==> config.mk <==
export PLATFORM = sky130hd
export DESIGN_NAME = vid_fix
export DESIGN_NICKNAME = d
export VERILOG_FILES = /design/src/core/vid_fix.v /design/src/core/crc_acc.v /design/src/core/anc_fix.v
export VERILOG_INCLUDE_DIRS = /design/src /design/src/shared
export SDC_FILE = /design/constraint.sdc
export NUM_CORES = 1
export LEC_CHECK = 0
export ABC_CLOCK_PERIOD_IN_PS = 3950
export BUFFER_PORTS_ARGS = -buffer_cell sky130_fd_sc_hd__buf_2
export CAP_MARGIN = 20
export CORE_MARGIN = 3
export CORE_UTILIZATION = 54
export DETAILED_ROUTE_END_ITERATION = 16
export PLACE_DENSITY = 0.8
export RECOVER_POWER = 100
export SLEW_MARGIN = 0
export SYNTH_ARGS = -nofsm -noshare
export SYNTH_HDL_FRONTEND = slang
export SYNTH_SLANG_ARGS = --single-unit
==> constraint.sdc <==
create_clock -name clk -period 3.95 [get_ports clk]
set_input_delay 0.1975 -clock clk [delete_from_list [all_inputs] [get_ports clk]]
set_output_delay 0.1975 -clock clk [all_outputs]
set_load 0.01 [all_outputs]
==> src/shared/vid_fix_map.vh <==
// register map, field layouts and code values of the stream corrector
`ifndef VID_FIX_MAP_VH
`define VID_FIX_MAP_VH
// register word indices, byte address is index times four
`define IDX_DISABLE 10'h000
`define IDX_FLAGS 10'h003
`define IDX_MATCH1 10'h005
`define DIS_WMASK 16'h013F
`define MATCH_WMASK 16'h03FF
`define RST16 16'h0000
`define RST15 15'h0000
`define RST9 9'h000
`define RST8 8'h00
`define RST5 5'h00
// correction-disable bit positions, plus the blanking source select (B_HCFG)
`define B_HCFG 8
`define B_REMAP 5
`define B_FCRC 4
`define B_ASUM 3
`define B_LCRC 2
`define B_LNUM 1
`define B_TRS 0
// code values
`define W_HI 10'h3FB
`define W_LO 10'h004
`define W_ONES 10'h3FF
`define W_ZERO 10'h000
`define LIM_HI 10'h3FC
`define LIM_LO 10'h003
`define EDH_DID 10'h1F4
// crc polynomials, bit-reversed for lsb-first shifting
`define POLY_LINE 18'h23000
`define POLY_EDH 18'h08408
`define RST18 18'h00000
// word positions after a timing reference start
`define POS_0 4'h0
`define POS_XYZ 4'h3
`define POS_LN0 4'h4
`define POS_LN1 4'h5
`define POS_CRC0 4'h6
`define POS_CRC1 4'h7
`define POS_MAX 4'hF
// error-detection packet user words and flag fields
`define UDW_FFCRC 5'h03
`define UDW_ANC 5'h06
`define UDW_AP 5'h07
`define UDW_FF 5'h08
`define F_RX 6:2
`define F_ANC 14:10
`define F_FF 9:5
`define F_AP 4:0
`endif

==> src/core/vid_fix.v <==
// stream corrector: code remap, timing words, line numbers, crcs, quality flags
//
// Register access over APB was chosen for this implementation.
`timescale 1ns/1ps
`default_nettype none
`include "vid_fix_map.vh"
module vid_fix (
	// clock and reset
	input wire clk,
	input wire arst_n,
	// apb slave
	input wire [11:0] paddr,
	input wire psel,
	input wire penable,
	input wire pwrite,
	input wire [31:0] pwdata,
	input wire [3:0] pstrb,
	output reg [31:0] prdata_r,
	output reg pready_r,
	output reg pslverr_r,
	// device pins, asynchronous
	input wire proc_enable_pin,
	input wire flywheel_enable_pin,
	input wire rate_select,
	// upstream status and flywheel timing
	input wire smpte_mode,
	input wire fw_eav,
	input wire fw_sav,
	input wire fw_f,
	input wire fw_v,
	input wire fw_h,
	input wire fw_active,
	input wire [10:0] fw_line,
	input wire ap_range,
	input wire ff_range,
	input wire rx_h,
	// upstream words
	input wire [9:0] luma_in,
	input wire [9:0] chroma_in,
	// downstream words and indicators
	output reg [9:0] luma_out_r,
	output reg [9:0] chroma_out_r,
	output reg h_blank_out_r,
	output reg luma_anc_indicator_r,
	output reg chroma_anc_indicator_r
);
	// ----------------------------------------------------------------
	// helpers
	// ----------------------------------------------------------------
	function [9:0] remap;
		input [9:0] w;
		input act;
		begin
			remap = w;
			if (w >= `LIM_HI)
				remap = act ? `W_HI : `W_ONES;
			else if (w <= `LIM_LO)
				remap = act ? `W_LO : `W_ZERO;
		end
	endfunction

	function [9:0] crc_lo;
		input [17:0] c;
		begin
			crc_lo = {~c[8], c[8:0]};
		end
	endfunction

	function [9:0] crc_hi;
		input [17:0] c;
		begin
			crc_hi = {~c[17], c[17:9]};
		end
	endfunction

	function [15:0] merge;
		input [15:0] old;
		input [31:0] wd;
		input [3:0] be;
		input [15:0] mask;
		begin
			merge[15:8] = be[1] ? wd[15:8] : old[15:8];
			merge[7:0] = be[0] ? wd[7:0] : old[7:0];
			merge = merge & mask;
		end
	endfunction

	// ----------------------------------------------------------------
	// pin synchronisers
	// ----------------------------------------------------------------
	reg [2:0] pin_m_r;
	reg [2:0] pin_s_r;
	always @(posedge clk or negedge arst_n) begin
		if (!arst_n) begin
			pin_m_r <= 3'h0;
			pin_s_r <= 3'h0;
		end else begin
			pin_m_r <= {proc_enable_pin, flywheel_enable_pin, rate_select};
			pin_s_r <= pin_m_r;
		end
	end
	wire proc_s = pin_s_r[2];
	wire fwen_s = pin_s_r[1];
	wire hd = !pin_s_r[0];

	// ----------------------------------------------------------------
	// registers
	// ----------------------------------------------------------------
	reg [15:0] dis_r;
	reg [15:0] match_r;
	reg [14:0] qflags_r;
	wire [9:0] widx = paddr[11:2];
	wire hit_dis = (widx == `IDX_DISABLE);
	wire hit_flg = (widx == `IDX_FLAGS);
	wire hit_mat = (widx == `IDX_MATCH1);
	wire mapped = hit_dis || hit_flg || hit_mat;
	wire acc = psel && penable && !pready_r;
	wire done = psel && penable && pready_r;
	reg [31:0] rd;

	always @* begin
		rd = {`RST16, `RST16};
		if (hit_dis)
			rd[15:0] = dis_r;
		else if (hit_flg)
			rd[14:0] = qflags_r;
		else if (hit_mat)
			rd[15:0] = match_r;
	end

	// wait state lets read data come from a flop
	always @(posedge clk or negedge arst_n) begin
		if (!arst_n) begin
			pready_r <= 1'b0;
			prdata_r <= {`RST16, `RST16};
			pslverr_r <= 1'b0;
			dis_r <= `RST16;
			match_r <= `RST16;
		end else begin
			pready_r <= acc;
			if (acc) begin
				prdata_r <= pwrite ? {`RST16, `RST16} : rd;
				pslverr_r <= !mapped;
			end
			if (done && pwrite && hit_dis)
				dis_r <= merge(dis_r, pwdata, pstrb, `DIS_WMASK);
			if (done && pwrite && hit_mat)
				match_r <= merge(match_r, pwdata, pstrb, `MATCH_WMASK);
		end
	end

	// ----------------------------------------------------------------
	// feature enables
	// ----------------------------------------------------------------
	wire proc_on = smpte_mode && proc_s;
	wire remap_on = proc_on && !dis_r[`B_REMAP];
	wire fcrc_on = proc_on && !hd && !dis_r[`B_FCRC];
	wire asum_on = proc_on && !dis_r[`B_ASUM];
	wire lcrc_on = proc_on && hd && !dis_r[`B_LCRC];
	wire lnum_on = proc_on && hd && !dis_r[`B_LNUM];
	wire trs_on = proc_on && fwen_s && !dis_r[`B_TRS];

	// ----------------------------------------------------------------
	// word position from flywheel timing
	// ----------------------------------------------------------------
	reg [3:0] cnt_r;
	reg eav_r;
	wire [3:0] cur = (fw_eav || fw_sav) ? `POS_0 : cnt_r;
	wire cur_eav = fw_eav || (!fw_sav && eav_r);
	always @(posedge clk or negedge arst_n) begin
		if (!arst_n) begin
			cnt_r <= `POS_MAX;
			eav_r <= 1'b0;
		end else begin
			cnt_r <= (cur == `POS_MAX) ? cur : cur + 4'h1;
			eav_r <= cur_eav;
		end
	end

	// ----------------------------------------------------------------
	// stage a: remap, timing words, line numbers
	// ----------------------------------------------------------------
	reg [9:0] trs_w;
	reg [9:0] a_y_nxt;
	reg [9:0] a_c_nxt;
	wire [9:0] ln0 = {~fw_line[6], fw_line[6:0], 2'b00};
	wire [9:0] ln1 = {4'h8, fw_line[10:7], 2'b00};
	wire a_lce_nxt = hd && (cur_eav ? (cur == `POS_LN0 || cur == `POS_LN1) : (cur > `POS_XYZ));

	always @* begin
		case (cur)
		`POS_0: trs_w = `W_ONES;
		`POS_XYZ: trs_w = {1'b1, fw_f, fw_v, cur_eav, fw_v ^ cur_eav, fw_f ^ cur_eav,
			fw_f ^ fw_v, fw_f ^ fw_v ^ cur_eav, 2'b00};
		default: trs_w = `W_ZERO;
		endcase
		a_y_nxt = luma_in;
		a_c_nxt = chroma_in;
		if (remap_on) begin
			a_y_nxt = remap(luma_in, fw_active);
			a_c_nxt = remap(chroma_in, fw_active);
		end
		if (trs_on && cur <= `POS_XYZ) begin
			a_y_nxt = trs_w;
			if (hd)
				a_c_nxt = trs_w;
		end
		if (lnum_on && cur_eav && cur == `POS_LN0) begin
			a_y_nxt = ln0;
			a_c_nxt = ln0;
		end
		if (lnum_on && cur_eav && cur == `POS_LN1) begin
			a_y_nxt = ln1;
			a_c_nxt = ln1;
		end
	end

	reg [9:0] a_y_r;
	reg [9:0] a_c_r;
	reg [3:0] a_cnt_r;
	reg a_eav_r;
	reg a_lce_r;
	reg a_lcc_r;
	reg a_ap_r;
	reg a_ff_r;
	reg a_h_r;
	always @(posedge clk or negedge arst_n) begin
		if (!arst_n) begin
			a_y_r <= `W_ZERO;
			a_c_r <= `W_ZERO;
			a_cnt_r <= `POS_MAX;
			a_eav_r <= 1'b0;
			a_lce_r <= 1'b0;
			a_lcc_r <= 1'b0;
			a_ap_r <= 1'b0;
			a_ff_r <= 1'b0;
			a_h_r <= 1'b0;
		end else begin
			a_y_r <= a_y_nxt;
			a_c_r <= a_c_nxt;
			a_cnt_r <= cur;
			a_eav_r <= cur_eav;
			a_lce_r <= a_lce_nxt;
			a_lcc_r <= fw_sav;
			a_ap_r <= ap_range;
			a_ff_r <= ff_range;
			a_h_r <= dis_r[`B_HCFG] ? rx_h : fw_h;
		end
	end

	// ----------------------------------------------------------------
	// stage b: ancillary packets, crc accumulation
	// ----------------------------------------------------------------
	wire [9:0] by_w;
	wire [9:0] bc_w;
	wire y_ind;
	wire c_ind;
	wire y_edh_end;
	wire y_edh_ok;
	wire [14:0] y_edh_set;
	wire [17:0] ap_crc;
	wire [17:0] ff_crc;
	wire [17:0] ly_crc;
	wire [17:0] lc_crc;

	anc_fix u_anc_y (
		.clk(clk),
		.arst_n(arst_n),
		.sum_fix_on(asum_on),
		.match_did(match_r[9:0]),
		.edh_fix_on(fcrc_on),
		.edh_chk_on(!hd),
		.ap_crc(ap_crc[15:0]),
		.ff_crc(ff_crc[15:0]),
		.d_in(a_y_r),
		.d_out_r(by_w),
		.ind_r(y_ind),
		.edh_end_r(y_edh_end),
		.edh_ok_r(y_edh_ok),
		.edh_set_r(y_edh_set)
	);

	// field crc packets ride the luma words only
	anc_fix u_anc_c (
		.clk(clk),
		.arst_n(arst_n),
		.sum_fix_on(asum_on),
		.match_did(match_r[9:0]),
		.edh_fix_on(1'b0),
		.edh_chk_on(1'b0),
		.ap_crc(`RST16),
		.ff_crc(`RST16),
		.d_in(a_c_r),
		.d_out_r(bc_w),
		.ind_r(c_ind),
		.edh_end_r(),
		.edh_ok_r(),
		.edh_set_r()
	);

	reg [3:0] b_cnt_r;
	reg b_eav_r;
	reg b_lce_r;
	reg b_lcc_r;
	reg b_ap_r;
	reg b_ff_r;
	reg b_h_r;
	always @(posedge clk or negedge arst_n) begin
		if (!arst_n) begin
			b_cnt_r <= `POS_MAX;
			b_eav_r <= 1'b0;
			b_lce_r <= 1'b0;
			b_lcc_r <= 1'b0;
			b_ap_r <= 1'b0;
			b_ff_r <= 1'b0;
			b_h_r <= 1'b0;
		end else begin
			b_cnt_r <= a_cnt_r;
			b_eav_r <= a_eav_r;
			b_lce_r <= a_lce_r;
			b_lcc_r <= a_lcc_r;
			b_ap_r <= a_ap_r;
			b_ff_r <= a_ff_r;
			b_h_r <= a_h_r;
		end
	end

	// field sums restart after each error-detection packet, so they cover the next field
	crc_acc u_crc_ap (
		.clk(clk),
		.arst_n(arst_n),
		.clr(y_edh_end),
		.en(!hd && b_ap_r),
		.line_mode(1'b0),
		.d(by_w),
		.crc_r(ap_crc)
	);

	crc_acc u_crc_ff (
		.clk(clk),
		.arst_n(arst_n),
		.clr(y_edh_end),
		.en(!hd && b_ff_r),
		.line_mode(1'b0),
		.d(by_w),
		.crc_r(ff_crc)
	);

	crc_acc u_crc_ly (
		.clk(clk),
		.arst_n(arst_n),
		.clr(b_lcc_r),
		.en(b_lce_r),
		.line_mode(1'b1),
		.d(by_w),
		.crc_r(ly_crc)
	);

	crc_acc u_crc_lc (
		.clk(clk),
		.arst_n(arst_n),
		.clr(b_lcc_r),
		.en(b_lce_r),
		.line_mode(1'b1),
		.d(bc_w),
		.crc_r(lc_crc)
	);

	// ----------------------------------------------------------------
	// stage c: line crc insertion, outputs, quality flags
	// ----------------------------------------------------------------
	reg [9:0] c_y;
	reg [9:0] c_c;
	always @* begin
		c_y = by_w;
		c_c = bc_w;
		if (lcrc_on && b_eav_r && b_cnt_r == `POS_CRC0) begin
			c_y = crc_lo(ly_crc);
			c_c = crc_lo(lc_crc);
		end
		if (lcrc_on && b_eav_r && b_cnt_r == `POS_CRC1) begin
			c_y = crc_hi(ly_crc);
			c_c = crc_hi(lc_crc);
		end
	end

	// flags load on the edge where the indicator drops
	always @(posedge clk or negedge arst_n) begin
		if (!arst_n) begin
			luma_out_r <= `W_ZERO;
			chroma_out_r <= `W_ZERO;
			h_blank_out_r <= 1'b0;
			luma_anc_indicator_r <= 1'b0;
			chroma_anc_indicator_r <= 1'b0;
			qflags_r <= `RST15;
		end else begin
			luma_out_r <= c_y;
			chroma_out_r <= c_c;
			h_blank_out_r <= b_h_r;
			luma_anc_indicator_r <= y_ind;
			chroma_anc_indicator_r <= c_ind;
			if (y_edh_ok)
				qflags_r <= y_edh_set;
		end
	end
endmodule
`default_nettype wire

==> src/core/crc_acc.v <==
// running crc over 10-bit words, line crc or field crc polynomial
`timescale 1ns/1ps
`default_nettype none
`include "vid_fix_map.vh"
module crc_acc (
	// clock and reset
	input wire clk,
	input wire arst_n,
	// control
	input wire clr,
	input wire en,
	input wire line_mode,
	// word in, remainder out
	input wire [9:0] d,
	output reg [17:0] crc_r
);
	function [17:0] step;
		input [17:0] c;
		input [9:0] w;
		input [17:0] poly;
		integer i;
		reg [17:0] t;
		begin
			t = c;
			for (i = 0; i < 10; i = i + 1) begin
				if (t[0] ^ w[i])
					t = (t >> 1) ^ poly;
				else
					t = t >> 1;
			end
			step = t;
		end
	endfunction

	always @(posedge clk or negedge arst_n) begin
		if (!arst_n)
			crc_r <= `RST18;
		else if (clr)
			crc_r <= `RST18;
		else if (en)
			crc_r <= step(crc_r, d, line_mode ? `POLY_LINE : `POLY_EDH);
	end
endmodule
`default_nettype wire

==> src/core/anc_fix.v <==
// ancillary packet parser: checksum rewrite, field crc insert, flag capture
`timescale 1ns/1ps
`default_nettype none
`include "vid_fix_map.vh"
module anc_fix (
	// clock and reset
	input wire clk,
	input wire arst_n,
	// control
	input wire sum_fix_on,
	input wire [9:0] match_did,
	input wire edh_fix_on,
	input wire edh_chk_on,
	input wire [15:0] ap_crc,
	input wire [15:0] ff_crc,
	// stream
	input wire [9:0] d_in,
	output reg [9:0] d_out_r,
	output reg ind_r,
	output reg edh_end_r,
	output reg edh_ok_r,
	output reg [14:0] edh_set_r
);
	localparam [7:0] S_IDLE = 8'h01;
	localparam [7:0] S_A1 = 8'h02;
	localparam [7:0] S_A2 = 8'h04;
	localparam [7:0] S_DID = 8'h08;
	localparam [7:0] S_SDID = 8'h10;
	localparam [7:0] S_DC = 8'h20;
	localparam [7:0] S_UDW = 8'h40;
	localparam [7:0] S_SUM = 8'h80;
	reg [7:0] st_r;
	reg [8:0] sum_r;
	reg [7:0] left_r;
	reg [4:0] idx_r;
	reg edh_r;
	reg fix_r;
	reg bad_r;
	reg [9:0] w;
	reg [9:0] exp_w;
	wire did_hit = (match_did == `W_ZERO) || (d_in == match_did);
	wire edh_in = (d_in == `EDH_DID);
	wire crc_pos = edh_r && (idx_r < `UDW_ANC);

	function [9:0] crc_word;
		input [15:0] c;
		input [4:0] k;
		begin
			case (k)
			5'h00: crc_word = {2'b01, c[5:0], 2'b00};
			5'h01: crc_word = {2'b01, c[11:6], 2'b00};
			default: crc_word = {4'h4, c[15:12], 2'b00};
			endcase
		end
	endfunction

	always @* begin
		if (idx_r < `UDW_FFCRC)
			exp_w = crc_word(ap_crc, idx_r);
		else
			exp_w = crc_word(ff_crc, idx_r - `UDW_FFCRC);
		w = d_in;
		if (st_r == S_UDW && crc_pos && edh_fix_on)
			w = exp_w;
		else if (st_r == S_SUM && fix_r)
			w = {~sum_r[8], sum_r};
	end

	always @(posedge clk or negedge arst_n) begin
		if (!arst_n) begin
			st_r <= S_IDLE;
			sum_r <= `RST9;
			left_r <= `RST8;
			idx_r <= `RST5;
			edh_r <= 1'b0;
			fix_r <= 1'b0;
			bad_r <= 1'b0;
			d_out_r <= `W_ZERO;
			ind_r <= 1'b0;
			edh_end_r <= 1'b0;
			edh_ok_r <= 1'b0;
			edh_set_r <= `RST15;
		end else begin
			d_out_r <= w;
			edh_end_r <= 1'b0;
			edh_ok_r <= 1'b0;
			case (st_r)
			S_IDLE: st_r <= (d_in == `W_ZERO) ? S_A1 : S_IDLE;
			S_A1: st_r <= (d_in == `W_ONES) ? S_A2 : (d_in == `W_ZERO) ? S_A1 : S_IDLE;
			S_A2: st_r <= (d_in == `W_ONES) ? S_DID : S_IDLE;
			S_DID: begin
				st_r <= S_SDID;
				sum_r <= w[8:0];
				edh_r <= edh_in;
				bad_r <= 1'b0;
				idx_r <= `RST5;
				ind_r <= did_hit;
				fix_r <= (sum_fix_on && did_hit) || (edh_in && edh_fix_on);
			end
			S_SDID: begin
				st_r <= S_DC;
				sum_r <= sum_r + w[8:0];
			end
			S_DC: begin
				st_r <= (d_in[7:0] == 8'h00) ? S_SUM : S_UDW;
				left_r <= d_in[7:0];
				sum_r <= sum_r + w[8:0];
			end
			S_UDW: begin
				sum_r <= sum_r + w[8:0];
				idx_r <= idx_r + 5'h01;
				left_r <= left_r - 8'h01;
				if (left_r == 8'h01)
					st_r <= S_SUM;
				if (crc_pos && edh_chk_on && d_in[8] && d_in[7:2] != exp_w[7:2])
					bad_r <= 1'b1;
				if (edh_r && idx_r == `UDW_ANC)
					edh_set_r[`F_ANC] <= d_in[`F_RX];
				if (edh_r && idx_r == `UDW_AP)
					edh_set_r[`F_AP] <= d_in[`F_RX];
				if (edh_r && idx_r == `UDW_FF)
					edh_set_r[`F_FF] <= d_in[`F_RX];
			end
			S_SUM: begin
				st_r <= S_IDLE;
				ind_r <= 1'b0;
				edh_end_r <= edh_r;
				edh_ok_r <= edh_r && !bad_r;
			end
			default: st_r <= S_IDLE;
			endcase
		end
	end
endmodule
`default_nettype wire

==> run metrics <==
Max Cap Viol=2; DR WL/cell=around 19 µm; CTS Buffer Depth=3; via count=approximately 12000; Worst Hold Depth=3; setup ws final=around 0.19 ns; overall die width=171.2 µm; mapped cell area=0.01474 mm²; worst hold start=fw_line[3]; CP Max Fanout=7; Min Clock Period, post-route=roughly 3.8 ns; WL final=37160 µm; Hold Crit Endpoint=a_y_r[5]; Clock Skew=approximately 0.0086 ns; Fin. Hold Viols=0; synthesized netlist cell count=roughly 1500; worst vdd ir=between 0.3 and 0.4 mV; commonest register cell after synthesis=dfrtp_1; post-synthesis sequential element count=roughly 290; Synth Warn #=0; Reg-to-Reg Start=u_anc_y.st_r[1]; status=finished with violations; Die ar.=between 0.02 and 0.03 mm²; H-tree depth=1; TritonCTS Sinks=about 290; RSZ-0062 raised after global routing=no; area leader, netlist=dfrtp_1; number of synthesized flops with an enable pin=0; Core ar.=~0.026 mm²; GRT busiest layer=met2; Final GP Congestion=roughly 0.92; Layout Cells excl Fill=about 2000; Residual DRC=0; total track usage=about 26%; FFs w/ async S/R, synth=between 90% and 100%; dominant cells by area after synthesis=dfrtp_1 (47%), xnor2_1 (6.9%), o21ai_0 (3.9%), nand2_1 (3.9%), mux2_2 (3.6%); met2 Use GR=~41%; largest net degree at the start of global routing=about 120; Worst setup SP type=flop; total power draw=~8.1 mW; R2R Setup Slk=~0.19 ns; setup TNS=0 ns; Crit Reg-Reg Endpoint=u_anc_y.sum_r[8]; dpl hpwl=~26000 µm; CTS Buf Count=29; Area Overhead vs Synth=15.83%; critical path class=reg -> reg; Max-slew headroom=-92.94%; Boundary Pins=roughly 150; drt pass-1 iters=5; Arr. time, crit path=4.20 ns; failing checks=max-capacitance violations, max-slew violations; initial antenna violation count=0; antenna-violating nets left=0; worst-margin pin slew=around 2.9 ns; Worst setup startpoint=u_anc_y.st_r[1]; CTS clock-pin slew for the worst setup and hold paths=~0.060 ns; placed cells=about 1900; vias in the first global route=~12000; Critical Path RT=4.39 ns; sequential share of the synthesized area=slightly below 50%; CTS tree=built; critical path capture point type=flop; Hold/Removal Path Class=in -> reg; Final nets=between 1500 and 2000; max-slew violation count=~170; Post-Place Worst Slack=-0.05363 ns; period utilisation layout=between 90% and 100%; post-synth cell types=just under 70; grt total ovfl=0; first-pass GRT wire length=60780 µm; max frequency=~270 MHz; area fraction of the dominant cell type after synthesis=46.53%; Pwr Density=~470 mW/mm²; Cell Rows=59; Die Ht=171.2 µm; Vias per Instance=between 5 and 6; initial core utilization=~56%; root buffer cell=clkbuf_16; Starting DRT DRC Count=~1000; Antenna diodes=0; GR Util met1=36.09%; hold_ws=between 0.02 and 0.025 ns; R2R depth=13; Static Leak=around 7.4 nW; Syn Area/Cell=roughly 10 µm²; share of layout cells above drive strength 1=about 14%; GRT met3 Usage=3.815%; port bufs=between 100 and 150; worst-skew pair later-pin latency=0.54 ns; final setup fails=0
[per-layer routing]
| metal | up-vias | wire, µm |
|---|---|---|
| met5 | - | 0 |
| met4 | 0 | 1116 |
| met3 | 86 | 2660 |
| met2 | 467 | 17260 |
| met1 | 5669 | 16120 |
| li1 | 5434 | - |
[power by group]
group | internal [mW] | switching [mW]
Sequential | 3.18 | 0.259
Combinational | 0.762 | 0.892
Clock | 1.85 | 1.15
[cell usage in the layout (no fill, tap or decap), types with 45 or more instances in the layout]
master      n
dfrtp_1   274
o21ai_0   111
mux2i_1    45
buf_2      66
xnor2_1   116
nor2_1    118
a21oi_1    51
clkbuf_1   55
nand2_1   151
xor2_1     46
[worst max-delay path, stage by stage, from the launching register on]
cell,delay (ns)
dfrtp_1,0.37
or4_1,0.53
nand4bb_1,0.25
a2111o_1,0.39
or3_4,0.47
o21ai_4,0.20
ha_4,0.24
a21o_1,0.19
a21oi_2,0.18
o21ai_2,0.10
o41ai_4,0.28
xnor2_1,0.16
o22ai_1,0.08
a211oi_1,0.21
[sequential cells by signal, summed over array words and instances (netlist names), 5 cells and up]
signal / cells
u_crc_lc.crc_r: 18
dis_r: 7
qflags_r: 15
chroma_out_r: 10
luma_out_r: 10
u_crc_ly.crc_r: 18
prdata_r: 15
u_anc_y.st_r: 8
a_c_r: 10
u_anc_c.sum_r: 9
u_anc_y.edh_set_r: 15
u_anc_y.d_out_r: 10
u_crc_ap.crc_r: 16
u_anc_y.left_r: 8
a_y_r: 10
match_r: 10
u_anc_c.st_r: 8
u_anc_y.idx_r: 5
u_anc_c.d_out_r: 10
u_anc_c.left_r: 8
u_anc_y.sum_r: 9
u_crc_ff.crc_r: 16
[worst max path at each step]
stage | to | depth (start not counted) | slack, ns
6_report | u_anc_y.sum_r[8] | 13 | 0.19
5_1_grt | u_anc_c.sum_r[8] | 15 | 0.009
4_1_cts | u_anc_y.sum_r[8] | 15 | 0.03
3_5_place_dp | u_anc_y.sum_r[8] | 13 | -0.05
3_3_place_gp | u_anc_y.sum_r[8] | 13 | 0.03
2_1_floorplan | u_anc_c.sum_r[8] | 17 | 0.01
[cell usage after synthesis (14+ instances only)]
library cell,number
a211oi_1,25
a21oi_1,56
a22oi_1,30
buf_4,18
clkbuf_1,55
dfrtp_1,274
dfstp_2,14
ha_1,30
inv_1,31
mux2_2,47
mux2i_1,46
nand2_1,152
nand3_1,21
nor2_1,118
nor3_1,36
nor4_1,21
o21ai_0,116
o22ai_1,14
or3_1,16
xnor2_1,116
xor2_1,46
[cell families (layout without fill, tap and decap cells)]
| kind of cell | after synthesis | in the layout | share of synthesized area, % |
|---|---|---|---|
| AOI/OAI and AO/OA | 330 | 330 | 14.38 |
| xor gates and xnor gates | 162 | 162 | 9.628 |
| adders and majority gates | 32 | 32 | 2.819 |
| buffers and inverters | 113 | 263 | 3.405 |
| DFF | 288 | 288 | 49.02 |
| muxes | 93 | 93 | 6.716 |
| other | 1 | 17 | 0.02545 |
| and+or+nand+nor | 436 | 436 | 14.00 |
[per-stage QoR]
step                      area [µm²]  utilization, %
after detailed placement       15770           59.68
final                          17070           64.59
after global placement         15750           59.58
after global routing           17070           64.59
after floorplan                14910               -
after CTS                      17140           64.84
[area by class of cell]
cell class                      instances  area [µm²]
Clock buffer                           37       815.8
Inverter                               32       120.1
Timing Repair Buffer                  178        1067
Tap cell                              335       419.2
Fill cell                            2107        9358
Sequential cell                       288        7224
Clock inverter                         16       240.2
Multi-Input combinational cell       1070        7183
[timing repair]
| action | CTS | global route |
|---|---|---|
| pin swaps | 0 | 7 |
| setup endpoints to repair | 1 | 3 |
| hold endpoints to repair | 148 | 0 |
| buffers inserted | 0 | 2 |
| resized for setup | 2 | 13 |
| hold buffers | 29 | 0 |
Power figures use the tool's default switching activity.
